**config.mk**
```make
export PLATFORM = sky130hd
export DESIGN_NAME = timer_pwm_cascade
export DESIGN_NICKNAME = d
export VERILOG_FILES = /design/src/core/timer_pwm_pkg.sv /design/src/core/timer_prescaler.sv /design/src/core/timer_pwm_cascade.sv
export SDC_FILE = /design/constraint.sdc
export NUM_CORES = 1
export LEC_CHECK = 0
export BUFFER_PORTS_ARGS = -buffer_cell sky130_fd_sc_hd__buf_2
export CAP_MARGIN = 20
export CORE_MARGIN = 10
export CORE_UTILIZATION = 57
export CTS_CLUSTER_DIAMETER = 60
export CTS_CLUSTER_SIZE = 14
export DETAILED_ROUTE_END_ITERATION = 10
export GPL_TIMING_DRIVEN = 0
export PLACE_DENSITY_LB_ADDON = 0.15
export SLEW_MARGIN = 20
export SYNTH_ARGS = -nofsm -noshare
export SYNTH_HDL_FRONTEND = slang
export SYNTH_SLANG_ARGS = --single-unit
```
**constraint.sdc**
```tcl
create_clock -name clk -period 3.64 [get_ports clk]
set_input_delay 0.728 -clock clk [delete_from_list [all_inputs] [get_ports clk]]
set_output_delay 0.728 -clock clk [all_outputs]
set_load 0.05 [all_outputs]
```
**src/core/timer_pwm_pkg.sv**
```systemverilog
// constants shared by the dual 8-bit timer block
package timer_pwm_pkg;
    // ---------------------------------------------------------------
    // register map (byte addresses, one word per register)
    // ---------------------------------------------------------------
    localparam logic [7:0] CHAN_STRIDE   = 8'h10;
    localparam logic [7:0] OFF_MODE      = 8'h00;
    localparam logic [7:0] OFF_CLKSEL    = 8'h04;
    localparam logic [7:0] OFF_COMPARE   = 8'h08;
    localparam logic [7:0] OFF_COUNT     = 8'h0C;
    localparam logic [7:0] MAP_LAST      = 8'h1C;
    localparam int         ADDR_W        = 8;

    // ---------------------------------------------------------------
    // mode control register fields
    // ---------------------------------------------------------------
    localparam int MODE_CE_BIT      = 7;
    localparam int MODE_PWM_BIT     = 6;
    localparam int MODE_CASC_BIT    = 4;
    localparam int MODE_SET_BIT     = 3;
    localparam int MODE_RESET_BIT   = 2;
    localparam int MODE_LEVEL_BIT   = 1;
    localparam int MODE_OE_BIT      = 0;
    localparam logic [7:0] MODE_RESET_VAL = 8'h00;
    // bits kept by the lower timer and by the upper timer
    localparam logic [7:0] MODE_MASK_LOWER = 8'hC3;
    localparam logic [7:0] MODE_MASK_UPPER = 8'hD3;

    // ---------------------------------------------------------------
    // clock select and counter
    // ---------------------------------------------------------------
    localparam int         CLKSEL_W       = 3;
    localparam logic [2:0] CLKSEL_RESET   = 3'h0;
    localparam int         PRESC_W        = 10;
    localparam int         PRESC_SHIFT0   = 3;
    localparam int         CNT_W          = 8;
    localparam logic [7:0] CNT_ZERO       = 8'h00;
    localparam logic [7:0] CNT_MAX        = 8'hFF;
    localparam logic [7:0] COMPARE_RESET  = 8'h00;
endpackage

```
**src/core/timer_prescaler.sv**
```systemverilog
// count clock prescaler: one-cycle tick every 2**(sel+3) clocks
`timescale 1ns/1ps
`default_nettype none
module timer_prescaler (
    input  wire logic       clk,
    input  wire logic       rst_n,
    input  wire logic       run,
    input  wire logic [2:0] sel,
    output logic            tick
);
    logic [timer_pwm_pkg::PRESC_W-1:0] div_q;
    logic [timer_pwm_pkg::PRESC_W-1:0] div_d;
    logic [timer_pwm_pkg::PRESC_W-1:0] mask;
    logic [3:0]                        shiftAmt;

    assign shiftAmt = {1'b0, sel} + 4'(timer_pwm_pkg::PRESC_SHIFT0);
    assign mask     = ~({timer_pwm_pkg::PRESC_W{1'b1}} << shiftAmt);
    // stopped prescaler is held at zero
    assign div_d    = run ? div_q + 1'b1 : '0;
    assign tick     = run && ((div_q & mask) == mask);

    always_ff @(posedge clk) begin
        if (!rst_n) begin
            div_q <= '0;
        end else begin
            div_q <= div_d;
        end
    end
endmodule
`default_nettype wire

```
**src/core/timer_pwm_cascade.sv**
```systemverilog
// dual 8-bit timer with PWM output and 16-bit cascade, APB slave
//
// Added by the designer: register access over APB and the placing of the registers.
`timescale 1ns/1ps
`default_nettype none
module timer_pwm_cascade (
    input  wire logic        clk,
    input  wire logic        rst_n,
    input  wire logic        psel,
    input  wire logic        penable,
    input  wire logic        pwrite,
    input  wire logic [7:0]  paddr,
    input  wire logic [31:0] pwdata,
    output logic [31:0]      prdata,
    output logic             pready,
    output logic             pslverr,
    output logic [1:0]       timerOutputPin,
    output logic [1:0]       timerOutputEn,
    output logic             lowerMatchIrq,
    output logic             upperMatchIrq
);
    // ---------------------------------------------------------------
    // address decode
    // ---------------------------------------------------------------
    // true when addr hits register offset off of channel ch
    function automatic logic hitReg(input logic [7:0] addr, input logic ch,
                                    input logic [7:0] off);
        hitReg = (addr == (off + (ch ? timer_pwm_pkg::CHAN_STRIDE : 8'h00)));
    endfunction

    logic [7:0] modeControlReg_q   [2];
    logic [2:0] countClockSelReg_q [2];
    logic [7:0] compareValueReg_q  [2];
    logic [7:0] compareActive_q    [2];
    logic [7:0] eightBitCounter_q  [2];
    logic [7:0] eightBitCounter_d  [2];
    logic [1:0] pwmLevel_q;
    logic [1:0] outFlop_q;
    logic [31:0] prdata_q;
    logic        pready_q;
    logic        pslverr_q;
    logic [1:0]  pinOut_q;
    logic [1:0]  pinEn_q;
    logic        lowerIrq_q;
    logic        upperIrq_q;

    wire setupPhase  = psel && !penable;
    wire accessDone  = psel && penable && pready_q;
    wire wrDone      = accessDone && pwrite;
    wire addrMapped  = (paddr[1:0] == 2'b00) && (paddr <= timer_pwm_pkg::MAP_LAST);

    wire [1:0] wrMode;
    wire [1:0] wrClkSel;
    wire [1:0] wrCompare;
    assign wrMode[0]    = wrDone && hitReg(paddr, 1'b0, timer_pwm_pkg::OFF_MODE);
    assign wrMode[1]    = wrDone && hitReg(paddr, 1'b1, timer_pwm_pkg::OFF_MODE);
    assign wrClkSel[0]  = wrDone && hitReg(paddr, 1'b0, timer_pwm_pkg::OFF_CLKSEL);
    assign wrClkSel[1]  = wrDone && hitReg(paddr, 1'b1, timer_pwm_pkg::OFF_CLKSEL);
    assign wrCompare[0] = wrDone && hitReg(paddr, 1'b0, timer_pwm_pkg::OFF_COMPARE);
    assign wrCompare[1] = wrDone && hitReg(paddr, 1'b1, timer_pwm_pkg::OFF_COMPARE);

    // ---------------------------------------------------------------
    // read mux
    // ---------------------------------------------------------------
    wire       rdCh     = paddr[4];
    wire [7:0] rdOff    = paddr & ~timer_pwm_pkg::CHAN_STRIDE;
    // set/reset bits always read back as zero
    wire [7:0] modeRead = modeControlReg_q[rdCh]
                        & ~(8'h01 << timer_pwm_pkg::MODE_SET_BIT)
                        & ~(8'h01 << timer_pwm_pkg::MODE_RESET_BIT);
    wire [7:0] rdByte   =
        (rdOff == timer_pwm_pkg::OFF_MODE)    ? modeRead :
        (rdOff == timer_pwm_pkg::OFF_CLKSEL)  ? {5'h00, countClockSelReg_q[rdCh]} :
        (rdOff == timer_pwm_pkg::OFF_COMPARE) ? compareValueReg_q[rdCh] :
        eightBitCounter_q[rdCh];

    // ---------------------------------------------------------------
    // mode decode
    // ---------------------------------------------------------------
    wire cascade = modeControlReg_q[1][timer_pwm_pkg::MODE_CASC_BIT];
    wire [1:0] pwmMode;
    wire [1:0] run;
    wire [1:0] presRun;
    wire [1:0] tick;
    wire [1:0] step;
    wire [1:0] clrMatch;
    wire [1:0] overflow;
    wire [1:0] pwmMatch;
    wire [1:0] level;
    wire       lowerWrap;
    wire       wideMatch;
    wire       upperIrqEvt;

    assign pwmMode[0] = modeControlReg_q[0][timer_pwm_pkg::MODE_PWM_BIT] && !cascade;
    assign pwmMode[1] = modeControlReg_q[1][timer_pwm_pkg::MODE_PWM_BIT] && !cascade;
    assign run[0]     = modeControlReg_q[0][timer_pwm_pkg::MODE_CE_BIT];
    // lower enable runs the joined pair
    assign run[1]     = cascade ? run[0]
                      : modeControlReg_q[1][timer_pwm_pkg::MODE_CE_BIT];
    assign presRun[0] = run[0];
    assign presRun[1] = run[1] && !cascade;
    assign level[0]   = modeControlReg_q[0][timer_pwm_pkg::MODE_LEVEL_BIT];
    assign level[1]   = modeControlReg_q[1][timer_pwm_pkg::MODE_LEVEL_BIT];

    // ---------------------------------------------------------------
    // prescalers
    // ---------------------------------------------------------------
    timer_prescaler presLower (
        .clk   (clk),
        .rst_n (rst_n),
        .run   (presRun[0]),
        .sel   (countClockSelReg_q[0]),
        .tick  (tick[0])
    );

    timer_prescaler presUpper (
        .clk   (clk),
        .rst_n (rst_n),
        .run   (presRun[1]),
        .sel   (countClockSelReg_q[1]),
        .tick  (tick[1])
    );

    // ---------------------------------------------------------------
    // counter events
    // ---------------------------------------------------------------
    assign lowerWrap = tick[0] && (eightBitCounter_q[0] == timer_pwm_pkg::CNT_MAX);
    assign wideMatch = cascade && tick[0]
                    && ({eightBitCounter_q[1], eightBitCounter_q[0]}
                        == {compareValueReg_q[1], compareValueReg_q[0]});
    assign step[0]   = tick[0];
    // upper ignores its own count rate when joined
    assign step[1]   = cascade ? lowerWrap : tick[1];

    assign clrMatch[0] = cascade ? wideMatch
                       : (!pwmMode[0] && step[0]
                          && (eightBitCounter_q[0] == compareActive_q[0]));
    assign clrMatch[1] = cascade ? wideMatch
                       : (!pwmMode[1] && step[1]
                          && (eightBitCounter_q[1] == compareActive_q[1]));
    // upper still flags its own byte match while joined
    assign upperIrqEvt = cascade
                       ? (tick[0] && (eightBitCounter_q[1] == compareValueReg_q[1])
                          && (eightBitCounter_q[0] == timer_pwm_pkg::CNT_ZERO))
                       : clrMatch[1];

    assign overflow[0] = pwmMode[0] && step[0]
                      && (eightBitCounter_q[0] == timer_pwm_pkg::CNT_MAX);
    assign overflow[1] = pwmMode[1] && step[1]
                      && (eightBitCounter_q[1] == timer_pwm_pkg::CNT_MAX);
    assign pwmMatch[0] = pwmMode[0] && step[0]
                      && (eightBitCounter_q[0] == compareActive_q[0]);
    assign pwmMatch[1] = pwmMode[1] && step[1]
                      && (eightBitCounter_q[1] == compareActive_q[1]);

    // ---------------------------------------------------------------
    // per-channel state
    // ---------------------------------------------------------------
    for (genvar i = 0; i < 2; i++) begin : g_chan
        wire [7:0] modeMask = (i == 0) ? timer_pwm_pkg::MODE_MASK_LOWER
                                       : timer_pwm_pkg::MODE_MASK_UPPER;
        wire       wrSet    = wrMode[i] && pwdata[timer_pwm_pkg::MODE_SET_BIT]
                           && !pwdata[timer_pwm_pkg::MODE_RESET_BIT];
        wire       wrClr    = wrMode[i] && pwdata[timer_pwm_pkg::MODE_RESET_BIT]
                           && !pwdata[timer_pwm_pkg::MODE_SET_BIT];
        // PWM pin level: active when phase flag set, polarity from level bit
        wire       pwmPin   = pwmLevel_q[i] ^ level[i];
        wire       pinVal   = pwmMode[i] ? pwmPin : outFlop_q[i];

        // counter clears on stop, on match outside PWM mode, else advances and wraps
        assign eightBitCounter_d[i] =
            !run[i]     ? timer_pwm_pkg::CNT_ZERO :
            clrMatch[i] ? timer_pwm_pkg::CNT_ZERO :
            step[i]     ? eightBitCounter_q[i] + 8'h01 :
            eightBitCounter_q[i];

        always_ff @(posedge clk) begin
            if (!rst_n) begin
                modeControlReg_q[i] <= timer_pwm_pkg::MODE_RESET_VAL;
            end else if (wrMode[i]) begin
                modeControlReg_q[i] <= pwdata[7:0] & modeMask;
            end
        end

        always_ff @(posedge clk) begin
            if (!rst_n) begin
                countClockSelReg_q[i] <= timer_pwm_pkg::CLKSEL_RESET;
                compareValueReg_q[i]  <= timer_pwm_pkg::COMPARE_RESET;
            end else begin
                if (wrClkSel[i]) begin
                    countClockSelReg_q[i] <= pwdata[timer_pwm_pkg::CLKSEL_W-1:0];
                end
                if (wrCompare[i]) begin
                    compareValueReg_q[i] <= pwdata[7:0];
                end
            end
        end

        // matching copy of compare, reloaded only at overflow while PWM runs
        always_ff @(posedge clk) begin
            if (!rst_n) begin
                compareActive_q[i] <= timer_pwm_pkg::COMPARE_RESET;
            end else if (!(run[i] && pwmMode[i]) || overflow[i]) begin
                compareActive_q[i] <= compareValueReg_q[i];
            end
        end

        always_ff @(posedge clk) begin
            if (!rst_n) begin
                eightBitCounter_q[i] <= timer_pwm_pkg::CNT_ZERO;
            end else begin
                eightBitCounter_q[i] <= eightBitCounter_d[i];
            end
        end

        // PWM phase: cleared at start, active from overflow to match
        always_ff @(posedge clk) begin
            if (!rst_n) begin
                pwmLevel_q[i] <= 1'b0;
            end else if (!run[i] || !pwmMode[i]) begin
                pwmLevel_q[i] <= 1'b0;
            end else if (overflow[i]) begin
                pwmLevel_q[i] <= 1'b1;
            end else if (pwmMatch[i]) begin
                pwmLevel_q[i] <= 1'b0;
            end
        end

        // output flip-flop: software set/clear wins over match inversion
        always_ff @(posedge clk) begin
            if (!rst_n) begin
                outFlop_q[i] <= 1'b0;
            end else if (wrSet) begin
                outFlop_q[i] <= 1'b1;
            end else if (wrClr) begin
                outFlop_q[i] <= 1'b0;
            end else if (!pwmMode[i] && clrMatch[i] && level[i]) begin
                outFlop_q[i] <= ~outFlop_q[i];
            end
        end

        always_ff @(posedge clk) begin
            if (!rst_n) begin
                pinOut_q[i] <= 1'b0;
                pinEn_q[i]  <= 1'b0;
            end else begin
                pinOut_q[i] <= modeControlReg_q[i][timer_pwm_pkg::MODE_OE_BIT]
                             && pinVal;
                pinEn_q[i]  <= modeControlReg_q[i][timer_pwm_pkg::MODE_OE_BIT];
            end
        end
    end

    // ---------------------------------------------------------------
    // match pulses
    // ---------------------------------------------------------------
    always_ff @(posedge clk) begin
        if (!rst_n) begin
            lowerIrq_q <= 1'b0;
            upperIrq_q <= 1'b0;
        end else begin
            lowerIrq_q <= clrMatch[0];
            upperIrq_q <= upperIrqEvt;
        end
    end

    // ---------------------------------------------------------------
    // APB answer: one wait-free access phase, data latched at setup
    // ---------------------------------------------------------------
    always_ff @(posedge clk) begin
        if (!rst_n) begin
            pready_q  <= 1'b0;
            pslverr_q <= 1'b0;
            prdata_q  <= 32'h0000_0000;
        end else begin
            pready_q  <= setupPhase;
            pslverr_q <= setupPhase && !addrMapped;
            if (setupPhase) begin
                prdata_q <= (addrMapped && !pwrite) ? {24'h00_0000, rdByte}
                                                    : 32'h0000_0000;
            end
        end
    end

    assign prdata         = prdata_q;
    assign pready         = pready_q;
    assign pslverr        = pslverr_q;
    assign timerOutputPin = pinOut_q;
    assign timerOutputEn  = pinEn_q;
    assign lowerMatchIrq  = lowerIrq_q;
    assign upperMatchIrq  = upperIrq_q;
endmodule
`default_nettype wire

```
Word level (Yosys, flattened, before mapping)
Memory sizes are Yosys's and may differ from the RTL's.
Cells that the tools add are included.
- equal/unequal tests: 15
- $lt $le $gt $ge: 1
- reductions and logical operators: 77
- add/subtract/negate cells: 6
- mux-type cells: 63
- bitwise gates (word level): 19
- shift operators: 2
- operator list (cell ; number):
    8-bit two-way mux ; 16
    1-bit logical AND ; 49
    1-bit two-way mux ; 43
    8-bit by 5-bit equality test with 1-bit output (second input constant) ; 3
    8-bit equality test ; 3
    8-bit zero test ; 3
    10-bit by 1-bit adder with 10-bit output (second input constant) ; 2
    10-bit AND ; 2
    10-bit equality test ; 2
    10-bit inverter ; 2
    10-bit by 4-bit left shift with 10-bit output (first input constant) ; 2
    8-bit by 1-bit adder with 8-bit output (second input constant) ; 2
    16-bit equality test ; 1
    8-bit equality test (second input constant) ; 2
    1-bit zero test ; 12
    5-bit two-way mux ; 2
    1-bit OR ; 10
    3-bit by 2-bit adder with 4-bit output (second input constant) ; 2
    8-bit by 3-bit equality test with 1-bit output (second input constant) ; 1
    8-bit by 4-bit equality test with 1-bit output (second input constant) ; 1
    8-bit by 5-bit <= comparator with 1-bit output (second input constant) ; 1
    7-bit by 3-bit equality test with 1-bit output (second input constant) ; 1
    7-bit by 4-bit equality test with 1-bit output (second input constant) ; 1
    3-bit two-way mux ; 2
    other kinds (8) ; 18
- output and inout port bits: 40
- register bits after elaboration: 64
- memories kept: 5
- memory bits (writable): 64
- bits of input ports: 45
- memories (name ; words ; width ; read ports ; clocked after memory_dff ; wr ports ; line ; RTL):
    compareActive_q ; 2 ; 8 ; 2 ; 0 ; 2 ; timer_pwm_cascade.sv:34 ; logic [7:0] compareActive_q [2];
    compareValueReg_q ; 2 ; 8 ; 3 ; 0 ; 2 ; timer_pwm_cascade.sv:33 ; logic [7:0] compareValueReg_q [2];
    eightBitCounter_q ; 2 ; 8 ; 3 ; 0 ; 2 ; timer_pwm_cascade.sv:35 ; logic [7:0] eightBitCounter_q [2];
    modeControlReg_q ; 2 ; 5 ; 3 ; 0 ; 2 ; timer_pwm_cascade.sv:31 ; logic [7:0] modeControlReg_q [2];
    countClockSelReg_q ; 2 ; 3 ; 3 ; 0 ; 2 ; timer_pwm_cascade.sv:32 ; logic [2:0] countClockSelReg_q [2];

Depth between registers and ports, before layout
An unclocked memory read counts as a cell.
- depth after elaboration: 17
- mapped depth: 10
- depth with buffers taken out: 9

Cells and area by module
A second synthesis with hierarchy kept.
- cells, all modules: 570
- area total of the unflattened synthesis: 5785.5 µm²
- modules (own cells, without submodules) (module ; seq. area each (µm²) ; times used ; cells each ; area each (µm²)):
    timer_pwm_cascade ; 2132.0 ; 1 ; 442 ; 4664.5
    timer_prescaler ; 200.2 ; 2 ; 64 ; 560.5

Worst setup path after synthesis
No wires, ideal clock.
- kind: input-to-reg
- start point: input paddr[4]
- end point: memory compareValueReg_q[1][0] (enable)
- setup slack: 0.871 ns
- cell stages on the path: 4
- library setup time: 0.384 ns
- arrival: 2.385 ns
- path buffers: 2
- cell sequence: clkbuf_1 buf_1 nand3_1 o21ai_0
- RTL lines (what ; line ; RTL):
    from (decl) ; timer_pwm_cascade.sv:12 ; input wire logic [7:0] paddr,
    to (decl) ; timer_pwm_cascade.sv:33 ;

==> impl_metrics.yaml <==
cells_and_area:
  multi_input_area_sq_um: 2890
  drive_above_1_share: 0.167
  n_fill_cell: 810
  final_common_cell: "nor2_1"
  nets: 687
  utilization: 0.646
  seq_area_sq_um: 2530
  layout_common_cells: "nor2_1, dfxtp_1, edfxtp_1"
  n_antenna_cell: 0
  syn_to_final_growth_pct: 11.0
power:
  ir_drop_uv: 284
  power_density_nw_per_um2: 341
  p_leak_uw: 0.00243
sta:
  tightest_slew_ps: 1010
  timing.final.ws_setup_ps: 490
  max_slew_margin: 0.316
  maxSlewViolCount: 0
  hold_viol: 0
  fmax_ghz: 0.317
  period_share: 0.865
  rsz0062_at_grt: "false"
  whs_ps: 497
  fin_skew_ps: 13.6
  finalSetupTns_ps: 0
  setup_viol: 0
  period_minus_slack_ps: 3150
critical_path:
  slowest_delay_ps: 660
  crit_fanout: 8
  reg2reg_depth: 8
  endpoint_kind: "register"
  crit_type: "reg2reg"
  required_ps: 3690
  crit_slowest_cell: "nor3_2"
  path_cells: "inv_1 > ha_1 > nand2b_1 > a221oi_2 > o2111ai_1 > nor3_2 > o2111ai_4 > or2b_1"
  critPathLaunchType: "register"
  cp.arrival_ps: 3200
die:
  die_area_sq_um: 14300
  rows: 36
  core_area_sq_um: 9730
  num_io_pins: 85
  die_x_um: 120
  initial_core_util: 0.582
  die_y_um: 120
synth:
  synth_area_sq_um: 5660
  synthCells: 562
  ys_ff_latch: 103
  synth_flop_cell: "dfxtp_1"
  synth_compound_area_frac: 0.0917
  synth_area_leaders: "edfxtp_1, dfxtp_1, xnor2_1, and2_1, nor2_1"
  yosys.area_share.simple: 0.229
  synthXorXnorAreaFrac: 0.101
  avgSynthCellArea_sq_um: 10.1
  ys_types: 63
  yosysSeqAreaShare: 0.447
  synthMuxAreaShare: 0.0482
  synth_top_area_share: 0.249
  synth_top_area_cell: "edfxtp_1"
  synthAdderAreaFrac: 0.0243
  synth-edff-count: 47
  synth_top_family_by_area: "simple AND/OR/NAND/NOR gates"
  synth_async_sr_flop_share: 0
  yosys_warnings: 0
cts:
  cts_setup_buffers: 0
  clk_latency_ps: 370
  cts_tree: "built"
  clock-sinks: 103
  postCtsHoldBufs: 0
  numCtsBuffers: 9
  cts_buffer_depth: 2
  h-tree-depth: 3
  cts.clk_slew.worst_paths_ps: 100
  cts_resized: 0
  cts-root-buf: "clkbuf_8"
min_path:
  hold_depth: 1
  min_path_type: "reg2reg"
global_route:
  overflow: 0
  grt_max_degree: 19
  grt_pass1_vias: 4055
  grt_pass1_wl_um: 20600
  grtUsageTotal: 0.180
  antenna_found_initial: 0
place:
  place.gp.congestion: 0.957
  place_ws_ps: 162
  port-buffer-count: 35
  dp_hpwl_um: 10100
routing:
  vias: 4300
  ant_nets: 0
  drc: 0
  via_per_inst: 5.59
  wl_um: 13100
  drtPass1Iterations: 5
  wl_per_cell_um: 17.0
  first_iter_violations: 429
job:
  max-cap-violations: 0
run_status:
  status: "completed"
## path summary, 6_finish.rpt
| path | slack, ps | from | end |
|---|---|---|---|
| worst max-delay path | 490 | countClockSelReg_q[0][1] | compareActive_q[1][7] |
| worst min-delay path | 500 | presLower.div_q[0] | presLower.div_q[0] |
| worst max register to register | 490 | countClockSelReg_q[0][1] | compareActive_q[1][7] |
| worst min register to register | 500 | presLower.div_q[0] | presLower.div_q[0] |
## critical path, delay by kind of cell (launching register included)
kind,cells,cell delay (ps)
adders and majority gates,1,350
DFF,1,470
buffers and inverters,1,110
AOI/OAI and AO/OA,3,760
and+or+nand+nor,3,1130
## layout make-up
class | instances | area share
Buffer | 44 | 0.0430
Clock buffer | 10 | 0.0237
Clock inverter | 6 | 0.00756
Inverter | 16 | 0.00955
Multi-Input combinational cell | 422 | 0.459
Sequential cell | 103 | 0.403
Tap cell | 133 | 0.0265
Timing Repair Buffer | 35 | 0.0279
## sequential cells by signal, indices dropped and copies added, names as in the netlist, 6 cells and up
register	count
presLower.div_q	10
eightBitCounter_q	16
countClockSelReg_q	6
compareActive_q	16
presUpper.div_q	10
prdata	8
compareValueReg_q	16
modeControlReg_q	9
## logic make-up (layout without fill, tap and decap cells)
group / after synthesis / after routing
buffers and inverters: 60 / 111
AOI/OAI and AO/OA: 65 / 65
xor gates and xnor gates: 65 / 65
muxes: 17 / 17
adders and majority gates: 11 / 11
other: 1 / 24
DFF: 103 / 103
and+or+nand+nor: 240 / 240
## metrics by stage
step | cell area, sq um | power (uW) | instances
after CTS | 6290 | 2160 | 769
after detailed placement | 6090 | 1470 | 753
after global placement | 6090 | 1460 | 753
after global routing | 6290 | 2220 | 769
final | 6290 | 2150 | 769
after floorplan | 5750 | 1420 | 585
## power breakdown
group,internal [uW],switching [uW],leakage (uW)
combinational,63.8,139,0.00135
sequential,1220,16.6,0.000976
clock,299,404,0.000104
total,1590,560,0.00243
## synth_stat cells, drive strengths merged (14+ instances only)
cell type	count
inv	15
dfxtp	56
xnor2	45
o21ai	15
nor2	66
xor2	20
nand4	14
edfxtp	47
and2	43
buf	32
nand3	24
nand2	24
## layer usage
layer	global-route usage	up-vias	part of all wire	wire length (um)
met3	0.0427	28	0.073	959
met1	0.232	2018	0.43	5610
li1	-	2087	-	-
met4	0.0664	0	0.025	332
met2	0.289	167	0.47	6180
met5	0	-	0	0
(Power assumes the default switching activity.)
